--- config.mk ---
export PLATFORM = sky130hd
export DESIGN_NAME = sacc_ctrl
export DESIGN_NICKNAME = d
export VERILOG_FILES = /design/src/include/sacc_pkg.sv /design/src/hdl/sacc_ctrl.sv
export SDC_FILE = /design/constraint.sdc
export NUM_CORES = 1
export LEC_CHECK = 0
export BUFFER_PORTS_ARGS = -buffer_cell sky130_fd_sc_hd__buf_2
export CORE_UTILIZATION = 30
export CTS_CLUSTER_SIZE = 24
export DETAILED_ROUTE_END_ITERATION = 6
export SYNTH_ARGS = -nofsm -noshare
export SYNTH_HDL_FRONTEND = slang
export SYNTH_SLANG_ARGS = --single-unit
--- constraint.sdc ---
create_clock -name mclk -period 3.2 [get_ports mclk]
set_clock_uncertainty 0.2 [all_clocks]
set_input_delay 0.8 -clock mclk [delete_from_list [all_inputs] [get_ports mclk]]
set_output_delay 0.8 -clock mclk [all_outputs]
set_load 0.05 [all_outputs]
--- src/include/sacc_pkg.sv ---
/*
 * Constants, encodings and types for the converter control block.
 * Assumes a single system clock and an analog core driven by plain ports.
 */
package sacc_pkg;

    // ************************************************************
    // input source encodings
    // ************************************************************
    localparam logic [3:0] SRC_EXT_A = 4'h0;
    localparam logic [3:0] SRC_VDD = 4'h1;
    localparam logic [3:0] SRC_VDD_HALF = 4'h2;
    localparam logic [3:0] SRC_VDD_QUARTER = 4'h3;
    localparam logic [3:0] SRC_EXT_B = 4'h4;
    localparam logic [3:0] SRC_VREF = 4'h5;
    localparam logic [3:0] SRC_VREF_HALF = 4'h6;
    localparam logic [3:0] SRC_VREF_QUARTER = 4'h7;
    localparam int SRC_GND_BIT = 3;
    localparam int SRC_EXT_HI_BIT = 2;

    // internal source selector codes driven to the analog core
    localparam logic [2:0] INT_NONE = 3'h0;
    localparam logic [2:0] INT_VDD = 3'h1;
    localparam logic [2:0] INT_VDD_HALF = 3'h2;
    localparam logic [2:0] INT_VDD_QUARTER = 3'h3;
    localparam logic [2:0] INT_VREF = 3'h4;
    localparam logic [2:0] INT_VREF_HALF = 3'h5;
    localparam logic [2:0] INT_VREF_QUARTER = 3'h6;
    localparam logic [2:0] INT_GND = 3'h7;

    // ************************************************************
    // channel, reference and timing constants
    // ************************************************************
    localparam int NUM_CHANNELS = 8;
    localparam int CHAN_FLOAT_BIT = 3;
    localparam logic [1:0] REF_VDD = 2'h0;
    localparam logic [1:0] REF_PIN = 2'h1;
    localparam int REF_INT_BIT = 1;
    localparam int RESULT_BITS = 12;
    localparam int DIV_BITS = 7;
    localparam logic [4:0] SAMPLE_PERIODS = 5'h04;
    localparam logic [4:0] CONVERT_PERIODS = 5'h0C;
    localparam logic [4:0] TOTAL_PERIODS = 5'h10;
    localparam logic [11:0] RESULT_RESET = 12'h000;

    // sequencer states, gray coded along idle -> sample -> convert
    typedef enum logic [1:0] {
        SEQ_IDLE = 2'b00,
        SEQ_SAMPLE = 2'b01,
        SEQ_CONVERT = 2'b11
    } sacc_state_type;

endpackage : sacc_pkg
--- src/hdl/sacc_ctrl.sv ---
/*
 * Control logic around one 12-bit successive-approximation converter:
 * input routing, clock divider, start/busy sequencer, result formatting
 * and interrupt request.
 * Assumes the control bits come from flip-flops on mclk, the analog core
 * delivers its 12-bit code on core_code, and the interrupt flag is
 * cleared by the interrupt controller through irq_clear.
 */
`timescale 1ns/1ps
`default_nettype none

// Contract
// - Source codes 0000, 0100, 11xx route the selected external channel.
// - Other source codes pick supply, fractions, reference fractions or ground.
// - Any internal source disconnects all external channels.
// - Channel codes 0-7 connect a pin; 8-15 leave the input floating.
// - Start is a high-then-low write sequence on the start bit.
// - Busy rises on a started conversion and holds through it.
// - Busy falls when the conversion completes.
// - Completion sets the interrupt request flag regardless of enables.
// - Interrupt reaches the processor only with both enables high.
// - Converter clock is system clock divided by 2 to the select value.
// - Conversions run only while the power enable is high.
// - Four sampling periods then twelve conversion periods, sixteen total.
// - Once started the conversion runs on in hardware.
// - After busy falls the result stays in the high and low bytes.
// - Clearing power enable powers the core down.
// - Result is a 12-bit unsigned code, step equals reference over 4096.
// - Format bit selects 8/4 or 4/8 split of the result bytes.
// - Reference select: 00 supply, 01 pin, 1x internal amplified output.
// - Busy is read-only; writes cannot change it.
// - While disabled the result bytes keep their contents.
module sacc_ctrl
    import sacc_pkg::*;
(
    input wire logic mclk,
    input wire logic rst_n,
    input wire logic start_bit,
    input wire logic converter_power_enable,
    input wire logic result_format_select,
    input wire logic [3:0] external_channel_select,
    input wire logic [3:0] input_source_select,
    input wire logic [2:0] converter_clock_divider_select,
    input wire logic [1:0] reference_source_select,
    input wire logic global_interrupt_enable,
    input wire logic converter_interrupt_enable,
    input wire logic irq_clear,
    input wire logic [11:0] core_code,
    output logic conversion_busy_flag,
    output logic [7:0] result_high_byte,
    output logic [7:0] result_low_byte,
    output logic irq_flag,
    output logic irq_out,
    output logic core_power,
    output logic core_clk_en,
    output logic core_sample,
    output logic [7:0] channel_connect,
    output logic [2:0] internal_source,
    output logic [1:0] reference_route
);

    // ************************************************************
    // input routing
    // ************************************************************
    logic src_external;
    logic chan_valid;
    logic [7:0] chan_onehot;
    logic [2:0] int_sel;

    // external when 0000, 0100 or 11xx; everything else is internal
    assign src_external = (input_source_select == SRC_EXT_A) ||
        (input_source_select == SRC_EXT_B) ||
        (input_source_select[SRC_GND_BIT] &&
         input_source_select[SRC_EXT_HI_BIT]);
    assign chan_valid = !external_channel_select[CHAN_FLOAT_BIT];
    assign chan_onehot = 8'h01 << external_channel_select[2:0];

    // internal path selected only when the external one is not
    always_comb begin
        int_sel = INT_NONE;
        if (!src_external) begin
            if (input_source_select[SRC_GND_BIT]) begin
                int_sel = INT_GND;
            end else begin
                unique case (input_source_select)
                    SRC_VDD: int_sel = INT_VDD;
                    SRC_VDD_HALF: int_sel = INT_VDD_HALF;
                    SRC_VDD_QUARTER: int_sel = INT_VDD_QUARTER;
                    SRC_VREF: int_sel = INT_VREF;
                    SRC_VREF_HALF: int_sel = INT_VREF_HALF;
                    SRC_VREF_QUARTER: int_sel = INT_VREF_QUARTER;
                    default: int_sel = INT_NONE;
                endcase
            end
        end
    end

    // a switched-off core gets no channel or internal source input; the reference route stays set
    assign channel_connect = (src_external && chan_valid &&
        converter_power_enable) ? chan_onehot : 8'h00;
    assign internal_source = converter_power_enable ? int_sel : INT_NONE;
    assign reference_route = reference_source_select[REF_INT_BIT] ?
        2'h2 : reference_source_select;
    assign core_power = converter_power_enable;

    // ************************************************************
    // converter clock divider
    // ************************************************************
    logic [DIV_BITS-1:0] div_q;
    logic [DIV_BITS-1:0] div_d;
    logic [DIV_BITS-1:0] div_mask;
    logic tick;

    // divisor 2^sel: tick when the low sel bits of the counter are all ones
    assign div_mask = 7'(8'h01 << converter_clock_divider_select) - 7'h01;
    assign tick = ((div_q & div_mask) == div_mask);
    assign div_d = converter_power_enable ? div_q + 7'h01 : 7'h00;

    always_ff @(posedge mclk or negedge rst_n) begin
        if (!rst_n) begin
            div_q <= 7'h00;
        end else begin
            div_q <= div_d;
        end
    end

    // ************************************************************
    // start detection
    // ************************************************************
    logic start_q;
    logic armed_q;
    logic armed_d;
    logic start_go;

    // arm on a rising start bit, fire on the following falling edge
    assign start_go = armed_q && start_q && !start_bit &&
        converter_power_enable;
    assign armed_d = (start_bit && !start_q) ? 1'b1 :
        ((!start_bit) ? 1'b0 : armed_q);

    always_ff @(posedge mclk or negedge rst_n) begin
        if (!rst_n) begin
            start_q <= 1'b0;
            armed_q <= 1'b0;
        end else begin
            start_q <= start_bit;
            armed_q <= armed_d;
        end
    end

    // ************************************************************
    // sequencer
    // ************************************************************
    sacc_state_type state_q;
    sacc_state_type state_d;
    logic [4:0] per_q;
    logic [4:0] per_d;
    logic done;

    // done in the cycle the sixteenth converter period ends
    assign done = (state_q == SEQ_CONVERT) && tick &&
        converter_power_enable && // power loss never loads the bytes
        (per_q == TOTAL_PERIODS - 5'h01);

    // a fresh start always wins and restarts sampling
    always_comb begin
        state_d = state_q;
        per_d = per_q;
        if (!converter_power_enable) begin
            state_d = SEQ_IDLE;
            per_d = 5'h00;
        end else if (start_go) begin
            state_d = SEQ_SAMPLE;
            per_d = 5'h00;
        end else begin
            unique case (state_q)
                SEQ_IDLE: begin
                    per_d = 5'h00;
                end
                SEQ_SAMPLE: begin
                    if (tick) begin
                        per_d = per_q + 5'h01;
                        if (per_q == SAMPLE_PERIODS - 5'h01) begin
                            state_d = SEQ_CONVERT;
                        end
                    end
                end
                SEQ_CONVERT: begin
                    if (done) begin
                        state_d = SEQ_IDLE;
                        per_d = 5'h00;
                    end else if (tick) begin
                        per_d = per_q + 5'h01;
                    end
                end
                default: begin
                    state_d = SEQ_IDLE;
                    per_d = 5'h00;
                end
            endcase
        end
    end

    always_ff @(posedge mclk or negedge rst_n) begin
        if (!rst_n) begin
            state_q <= SEQ_IDLE;
            per_q <= 5'h00;
        end else begin
            state_q <= state_d;
            per_q <= per_d;
        end
    end

    // busy comes only from the sequencer; no input can write it
    assign conversion_busy_flag = (state_q != SEQ_IDLE);
    assign core_sample = (state_q == SEQ_SAMPLE);
    assign core_clk_en = (state_q != SEQ_IDLE) && tick;

    // ************************************************************
    // result and interrupt
    // ************************************************************
    logic [7:0] hi_d;
    logic [7:0] lo_d;
    logic irq_d;

    // format 0: 11..4 / 3..0 in top nibble; format 1: 11..8 / 7..0
    assign hi_d = result_format_select ? {4'h0, core_code[11:8]} :
        core_code[11:4];
    assign lo_d = result_format_select ? core_code[7:0] :
        {core_code[3:0], 4'h0};
    // completion sets the flag even in the clear cycle
    assign irq_d = done || (irq_flag && !irq_clear);

    // bytes load only at completion, so disable leaves them alone
    always_ff @(posedge mclk or negedge rst_n) begin
        if (!rst_n) begin
            result_high_byte <= RESULT_RESET[11:4];
            result_low_byte <= RESULT_RESET[7:0];
            irq_flag <= 1'b0;
        end else begin
            if (done) begin
                result_high_byte <= hi_d;
                result_low_byte <= lo_d;
            end
            irq_flag <= irq_d;
        end
    end

    assign irq_out = irq_flag && global_interrupt_enable &&
        converter_interrupt_enable;
endmodule : sacc_ctrl

`default_nettype wire

==> results.py, run 1 <==
metrics = {
    "synthesis": {
        "netlist_area_sq_um": 1810,
        "netlist_instances": 183,
        "syn_nets": 219,
        "synth-xor-area-share": 0.0194,
        "synth.area.mux_share": 0.105,
        "ys_warn_count": 0,
        "ys_seq_area_frac": 0.457,
        "ys_types": 40,
        "synth_compound_area_frac": 0.165,
        "synth_area_per_cell_sq_um": 9.87,
        "synth-simple-area-share": 0.193,
        "synth-adder-area-share": 0.0208,
        "synth_top_family_by_area": "simple AND/OR/NAND/NOR gates",
        "ys_seq_elements": 33,
    },
    "cells_and_area": {
        "postLayoutCellArea_sq_um": 2320,
        "fin_cells": 326,
        "post-route-util": 0.411,
        "final_common_cell": "buf_2",
        "drive_above_1_share": 0.402,
        "diodes": 0,
        "mostFrequentLayoutCells": "67 x buf_2, 33 x dfrtp_1, 16 x mux2_2, 15 x nor2_1, 15 x o21ai_0",
        "nNetsFinal": 289,
        "syn2layout_area_growth_pct": 28.3,
        "nFillCells": 584,
    },
    "setup_path": {
        "r2r_slack_ns": 0.70,
        "r2r.worst_path.cells": 8,
        "path_max_fanout": 7,
        "r2r-start": "per_q[0]",
        "cp-startpoint": "input_source_select[3]",
        "crit_type": "in -> out",
        "cp_data_arrival_time_ns": 1.99,
        "worst-endpoint-required_ns": 2.20,
        "timing.rr.end": "result_low_byte[4]",
        "endpoint_kind": "output port",
        "endpoint": "channel_connect[5]",
        "start_kind": "primary input",
    },
    "sta": {
        "min_period_over_period": 0.934,
        "worst_hold_slack_ns": 0.267,
        "worst_slew_pin_slew_ns": 0.718,
        "setup_viol": 0,
        "period_minus_slack_ns": 2.99,
        "final_hold_viol_count": 0,
        "relSlewSlack": 0.521,
        "drv_slew": 0,
        "tns_ns": 0,
        "fmax_mhz": 335,
        "rsz0062_at_grt": "no",
    },
    "pwr": {
        "swShare": 0.277,
        "ir_drop_v": 0.000177,
        "power_leakage_nw": 1.16,
        "pwr-share-clk": 0.357,
        "netSwitchingPower_mw": 0.237,
        "cellPowerDensity_nw_per_um2": 369,
        "power_frac_seq": 0.500,
        "p_comb_frac": 0.143,
        "p_int_mw": 0.618,
    },
    "routing": {
        "drt_iter0_markers": 63,
        "vias": 1564,
        "wl_um": 4130,
        "drt.antenna.violating_nets": 0,
        "drt-pass1-iter-count": 4,
        "remaining_drc_errors": 0,
        "wl_per_cell_um": 12.7,
        "vias_per_cell": 4.80,
    },
    "die": {
        "core_sq_um": 5640,
        "rows": 27,
        "start_util": 0.320,
        "ioPinCount": 68,
        "die_h_um": 79.6,
        "die-area_sq_um": 6340,
        "dieWidth_um": 79.6,
    },
    "clocking": {
        "cts_max_level": 2,
        "cts_resized": 0,
        "cts_tree": "yes",
        "cts_sinks": 33,
        "hold_buffers": 0,
        "clkLatencyLatePin_ns": 0.29,
        "cts-buffers-inserted": 5,
        "clkTransAtPathRegs_ns": 0.07,
        "postCtsSetupBuffers": 0,
        "clockBufferDepth": 2,
        "cts_root_buffer": "clkbuf_8",
    },
    "global_routing": {
        "antenna_found_initial": 0,
        "grt_max_degree": 34,
        "grt_usage": 0.145,
        "grt_pass1_wl_um": 7090,
        "grt_pass1_vias": 1558,
        "overflow": 0,
    },
    "flow_run": {
        "max-cap-violations": 0,
    },
    "placement": {
        "io_buffer_count": 67,
        "hpwl_um": 3130,
        "gp_congestion": 0.807,
        "dp.cells": 318,
        "postPlaceCellArea_sq_um": 2230,
    },
    "hold_path": {
        "hold_path_class": "reg -> reg",
    },
    "outcome": {
        "outcome": "complete, no violations",
    },
}
final cells by class:
class,instances,area [sq um],area share
clock inverter,2,10.0,0.00432
clock buffer,6,72.6,0.0313
sequential,33,826,0.356
multi-input combinational,133,920,0.397
timing repair buffer,71,365,0.158
tap,72,90.1,0.0389
inverter,9,33.8,0.0146
worst max-delay path: stages:
cell     delay, ns
buf_2         0.13
nor3_1        0.18
a21oi_1       0.06
nor3b_1       0.24
nand2_1       0.16
nor2_1        0.14
buf_2         0.28
registers in the layout (all words and copies together), names as in the netlist:
name,count
irq_flag,1
per_q,5
start_q,1
armed_q,1
result_low_byte,8
state_q,2
div_q,7
result_high_byte,8
metal layers:
| metal | GRT usage | part of all wire | up-vias | routed length, um |
|---|---|---|---|---|
| met3 | 0.0411 | 0.031 | 6 | 126 |
| met1 | 0.170 | 0.42 | 749 | 1750 |
| li1 | - | - | 790 | - |
| met2 | 0.245 | 0.53 | 19 | 2180 |
| met5 | 0 | 0 | - | 0 |
| met4 | 0.0655 | 0.018 | 0 | 74 |
metrics by stage:
step	total power [mW]	worst slack, ns
detailed placement	0.559	0.239
global placement	0.558	0.246
CTS	0.865	0.231
floorplan	0.507	0.145
global route	0.892	0.0200
finish	0.855	0.212
cell families after synthesis:
| group | after synthesis |
|---|---|
| multiplexers | 17 |
| XOR/XNOR | 4 |
| AO/OA/AOI/OAI | 42 |
| AND/OR/NAND/NOR | 67 |
| adder cells (fa/ha/maj) | 3 |
| flip-flops | 33 |
| buffers and inverters | 17 |
cell usage after synthesis:
| master | instances | area share |
|---|---|---|
| o21ai_0 | 15 | 0.042 |
| o211ai_1 | 4 | 0.017 |
| o311ai_0 | 1 | 0.0048 |
| o41ai_2 | 1 | 0.0090 |
| mux2i_1 | 1 | 0.0055 |
| o32a_1 | 1 | 0.0055 |
| nand2_2 | 1 | 0.0035 |
| or4_1 | 1 | 0.0042 |
| or2_0 | 1 | 0.0035 |
| dfrtp_1 | 33 | 0.46 |
| or3_4 | 1 | 0.0062 |
| o41ai_1 | 5 | 0.024 |
| xor2_1 | 1 | 0.0048 |
| o21a_1 | 1 | 0.0042 |
| mux2_2 | 16 | 0.10 |
| or3_1 | 1 | 0.0035 |
| buf_4 | 2 | 0.0083 |
| and2_1 | 6 | 0.021 |
| o31ai_2 | 1 | 0.0069 |
| nand3_1 | 4 | 0.011 |
| nand4_1 | 1 | 0.0035 |
| a21boi_0 | 3 | 0.012 |
| nor3b_1 | 1 | 0.0042 |
| xnor2_1 | 3 | 0.015 |
| nor2b_1 | 7 | 0.024 |
| o32ai_1 | 2 | 0.0097 |
| o22ai_1 | 1 | 0.0035 |
| inv_1 | 9 | 0.019 |
| nor3_1 | 3 | 0.0083 |
| nor2_1 | 15 | 0.031 |
| and3_1 | 3 | 0.010 |
| nand2b_1 | 6 | 0.021 |
| or2_2 | 1 | 0.0035 |
| nand3b_1 | 1 | 0.0042 |
| a21oi_1 | 2 | 0.0055 |
| nand2_1 | 13 | 0.027 |
| o31ai_1 | 5 | 0.021 |
| clkbuf_1 | 6 | 0.012 |
| nor2_2 | 1 | 0.0035 |
| ha_1 | 3 | 0.021 |
worst min path at each step:
stage	cells after the start	startpoint	end	slack, ns
finish	1	start_q	armed_q	0.27
global placement	1	start_q	armed_q	0.24
CTS	1	start_q	armed_q	0.27
global route	1	start_q	armed_q	0.31
detailed placement	1	start_q	armed_q	0.26
floorplan	1	start_q	armed_q	0.23
power by group through the flow:
stage,registers [mW],logic (mW),clock network [mW]
3_5_place_dp,0.435,0.124,0
3_3_place_gp,0.435,0.123,0
5_1_grt,0.428,0.137,0.327
6_report,0.427,0.123,0.305
2_1_floorplan,0.434,0.0731,0
4_1_cts,0.427,0.124,0.314
No activity file was read; power rests on OpenSTA's default activity.
==> run 2, diff against run 1 <==
Settings changed: CELL_PAD_IN_SITES_DETAIL_PLACEMENT set to 0, CELL_PAD_IN_SITES_GLOBAL_PLACEMENT set to 1, PLACE_DENSITY_LB_ADDON set to 0.1.
==> results.py, run 2 (synthesis results as in run 1) <==
metrics = {
    "sta": {
        "drv_slew": 0,
        "tns_ns": 0,
        "period_minus_slack_ns": 2.90,
        "worst_hold_slack_ns": 0.257,
        "worst_slack_ns": 0.296,
        "setup_viol": 0,
        "final_hold_viol_count": 0,
        "fmax_mhz": 344,
        "relSlewSlack": 0.498,
        "min_period_over_period": 0.908,
        "rsz0062_at_grt": "no",
        "worst_slew_pin_slew_ns": 0.753,
    },
    "setup_path": {
        "worst-endpoint-required_ns": 2.20,
        "path_buf_inv": 2,
        "cp_top_family": "simple AND/OR/NAND/NOR gates",
        "start_kind": "primary input",
        "endpoint_kind": "output port",
        "cpMostUsedCell": "buf_2",
        "slowest_stage": "buf_2",
        "path_cells": "buf_2, nor3_1, a21oi_1, nor3b_2, nand2_1, nor3_2, buf_2",
        "cp_data_arrival_time_ns": 1.90,
        "crit_type": "in -> out",
        "max_stage_delay_ns": 0.28,
        "path_max_fanout": 7,
    },
    "cells_and_area": {
        "syn2layout_area_growth_pct": 30.3,
        "final_common_cell": "buf_2",
        "postLayoutCellArea_sq_um": 2350,
        "nNetsFinal": 289,
        "diodes": 0,
        "nFillCells": 560,
        "post-route-util": 0.417,
        "fin_cells": 326,
        "multi_input_area_sq_um": 925,
        "seq_area_sq_um": 826,
        "mostFrequentLayoutCells": "67 x buf_2, 33 x dfrtp_1, 16 x mux2_2, 15 x nor2_1, 15 x o21ai_0",
        "reg.largest.list": "result_high_byte: 8 flops, result_low_byte: 8 flops, div_q: 7 flops",
        "drive_above_1_share": 0.409,
    },
    "clocking": {
        "clkLatencyLatePin_ns": 0.28,
        "cts-buffers-inserted": 5,
        "cts_root_buffer": "clkbuf_8",
        "cts_max_level": 2,
        "clockBufferDepth": 2,
        "cts_tree": "yes",
        "clkTransAtPathRegs_ns": 0.07,
        "hold_buffers": 0,
        "cts_sinks": 33,
    },
    "die": {
        "dieWidth_um": 79.6,
        "rows": 27,
        "core_sq_um": 5640,
        "start_util": 0.320,
        "die-area_sq_um": 6340,
        "die_h_um": 79.6,
        "ioPinCount": 68,
    },
    "placement": {
        "postPlaceCellArea_sq_um": 2230,
        "pre_cts_slack_ns": 0.193,
        "io_buffer_count": 67,
        "hpwl_um": 3020,
        "dp.cells": 318,
        "gp_congestion": 0.694,
    },
    "pwr": {
        "netSwitchingPower_mw": 0.248,
        "power_leakage_nw": 1.18,
        "power_frac_seq": 0.450,
        "ir_drop_v": 0.000194,
        "swShare": 0.262,
        "cellPowerDensity_nw_per_um2": 403,
        "p_int_mw": 0.700,
        "pwr-share-clk": 0.421,
        "total_power_mw": 0.948,
        "p_comb_frac": 0.129,
    },
    "routing": {
        "drt-pass1-iter-count": 4,
        "drt_iter0_markers": 68,
        "drt.antenna.violating_nets": 0,
        "vias": 1551,
        "remaining_drc_errors": 0,
        "wl_um": 4090,
        "vias_per_cell": 4.76,
        "wl_per_cell_um": 12.5,
    },
    "hold_path": {
        "hold_path_class": "reg -> reg",
    },
    "flow_run": {
        "max-cap-violations": 0,
    },
    "global_routing": {
        "grt_max_degree": 34,
        "overflow": 0,
        "grt_usage": 0.140,
        "grt_pass1_vias": 1493,
        "grt_pass1_wl_um": 6880,
        "antenna_found_initial": 0,
    },
    "outcome": {
        "outcome": "complete, no violations",
    },
}
[run 2: cell types whose count changed in the layout (fill, tap and decap cells not counted), sizes merged]
cell,change
clkbuf,-1
clkinvlp,+1
clkinv,-1
bufinv,+1
[run 2: layer usage]
| metal | wire length, um | vias to the layer above | track usage |
|---|---|---|---|
| met5 | 0 | - | 0 |
| met4 | 51 | 0 | 0.0491 |
| met3 | 250 | 6 | 0.0400 |
| met2 | 1800 | 45 | 0.207 |
| met1 | 1980 | 712 | 0.193 |
| li1 | - | 788 | - |
[run 2: final timing paths]
kind / start / to / slack (ns) / cells after the start
hold / removal: start_q / armed_q / 0.26 / 1
setup / recovery: input_source_select[3] / channel_connect[4] / 0.30 / 7
min in group asynchronous: rst_n / per_q[2] / 0.38 / 1
hold reg to reg: start_q / armed_q / 0.26 / 1
setup reg to reg: per_q[0] / result_high_byte[3] / 0.66 / 8
max in group asynchronous: rst_n / div_q[5] / 1.94 / 1
[run 2: repair_timing]
| item | 4_1_cts | 5_1_grt |
|---|---|---|
| setup endpoints to repair | 0 | 2 |
| hold endpoints to repair | 0 | 0 |
| buffers inserted | 0 | 0 |
| gates resized for setup | 0 | 1 |
[run 2: power groups by stage]
stage / clock, mW / sequential [mW] / combinational, mW
3_3_place_gp: 0 / 0.435 / 0.125
5_1_grt: 0.431 / 0.428 / 0.136
4_1_cts: 0.413 / 0.427 / 0.124
2_1_floorplan: 0 / 0.434 / 0.0731
6_report: 0.399 / 0.427 / 0.122
3_5_place_dp: 0 / 0.435 / 0.124
[run 2: final cells by class]
class | count | share of cell area
multi-input combinational | 133 | 0.393
sequential | 33 | 0.351
tap | 72 | 0.0383
timing repair buffer | 71 | 0.155
inverter | 9 | 0.0143
clock inverter | 3 | 0.0197
clock buffer | 5 | 0.0292
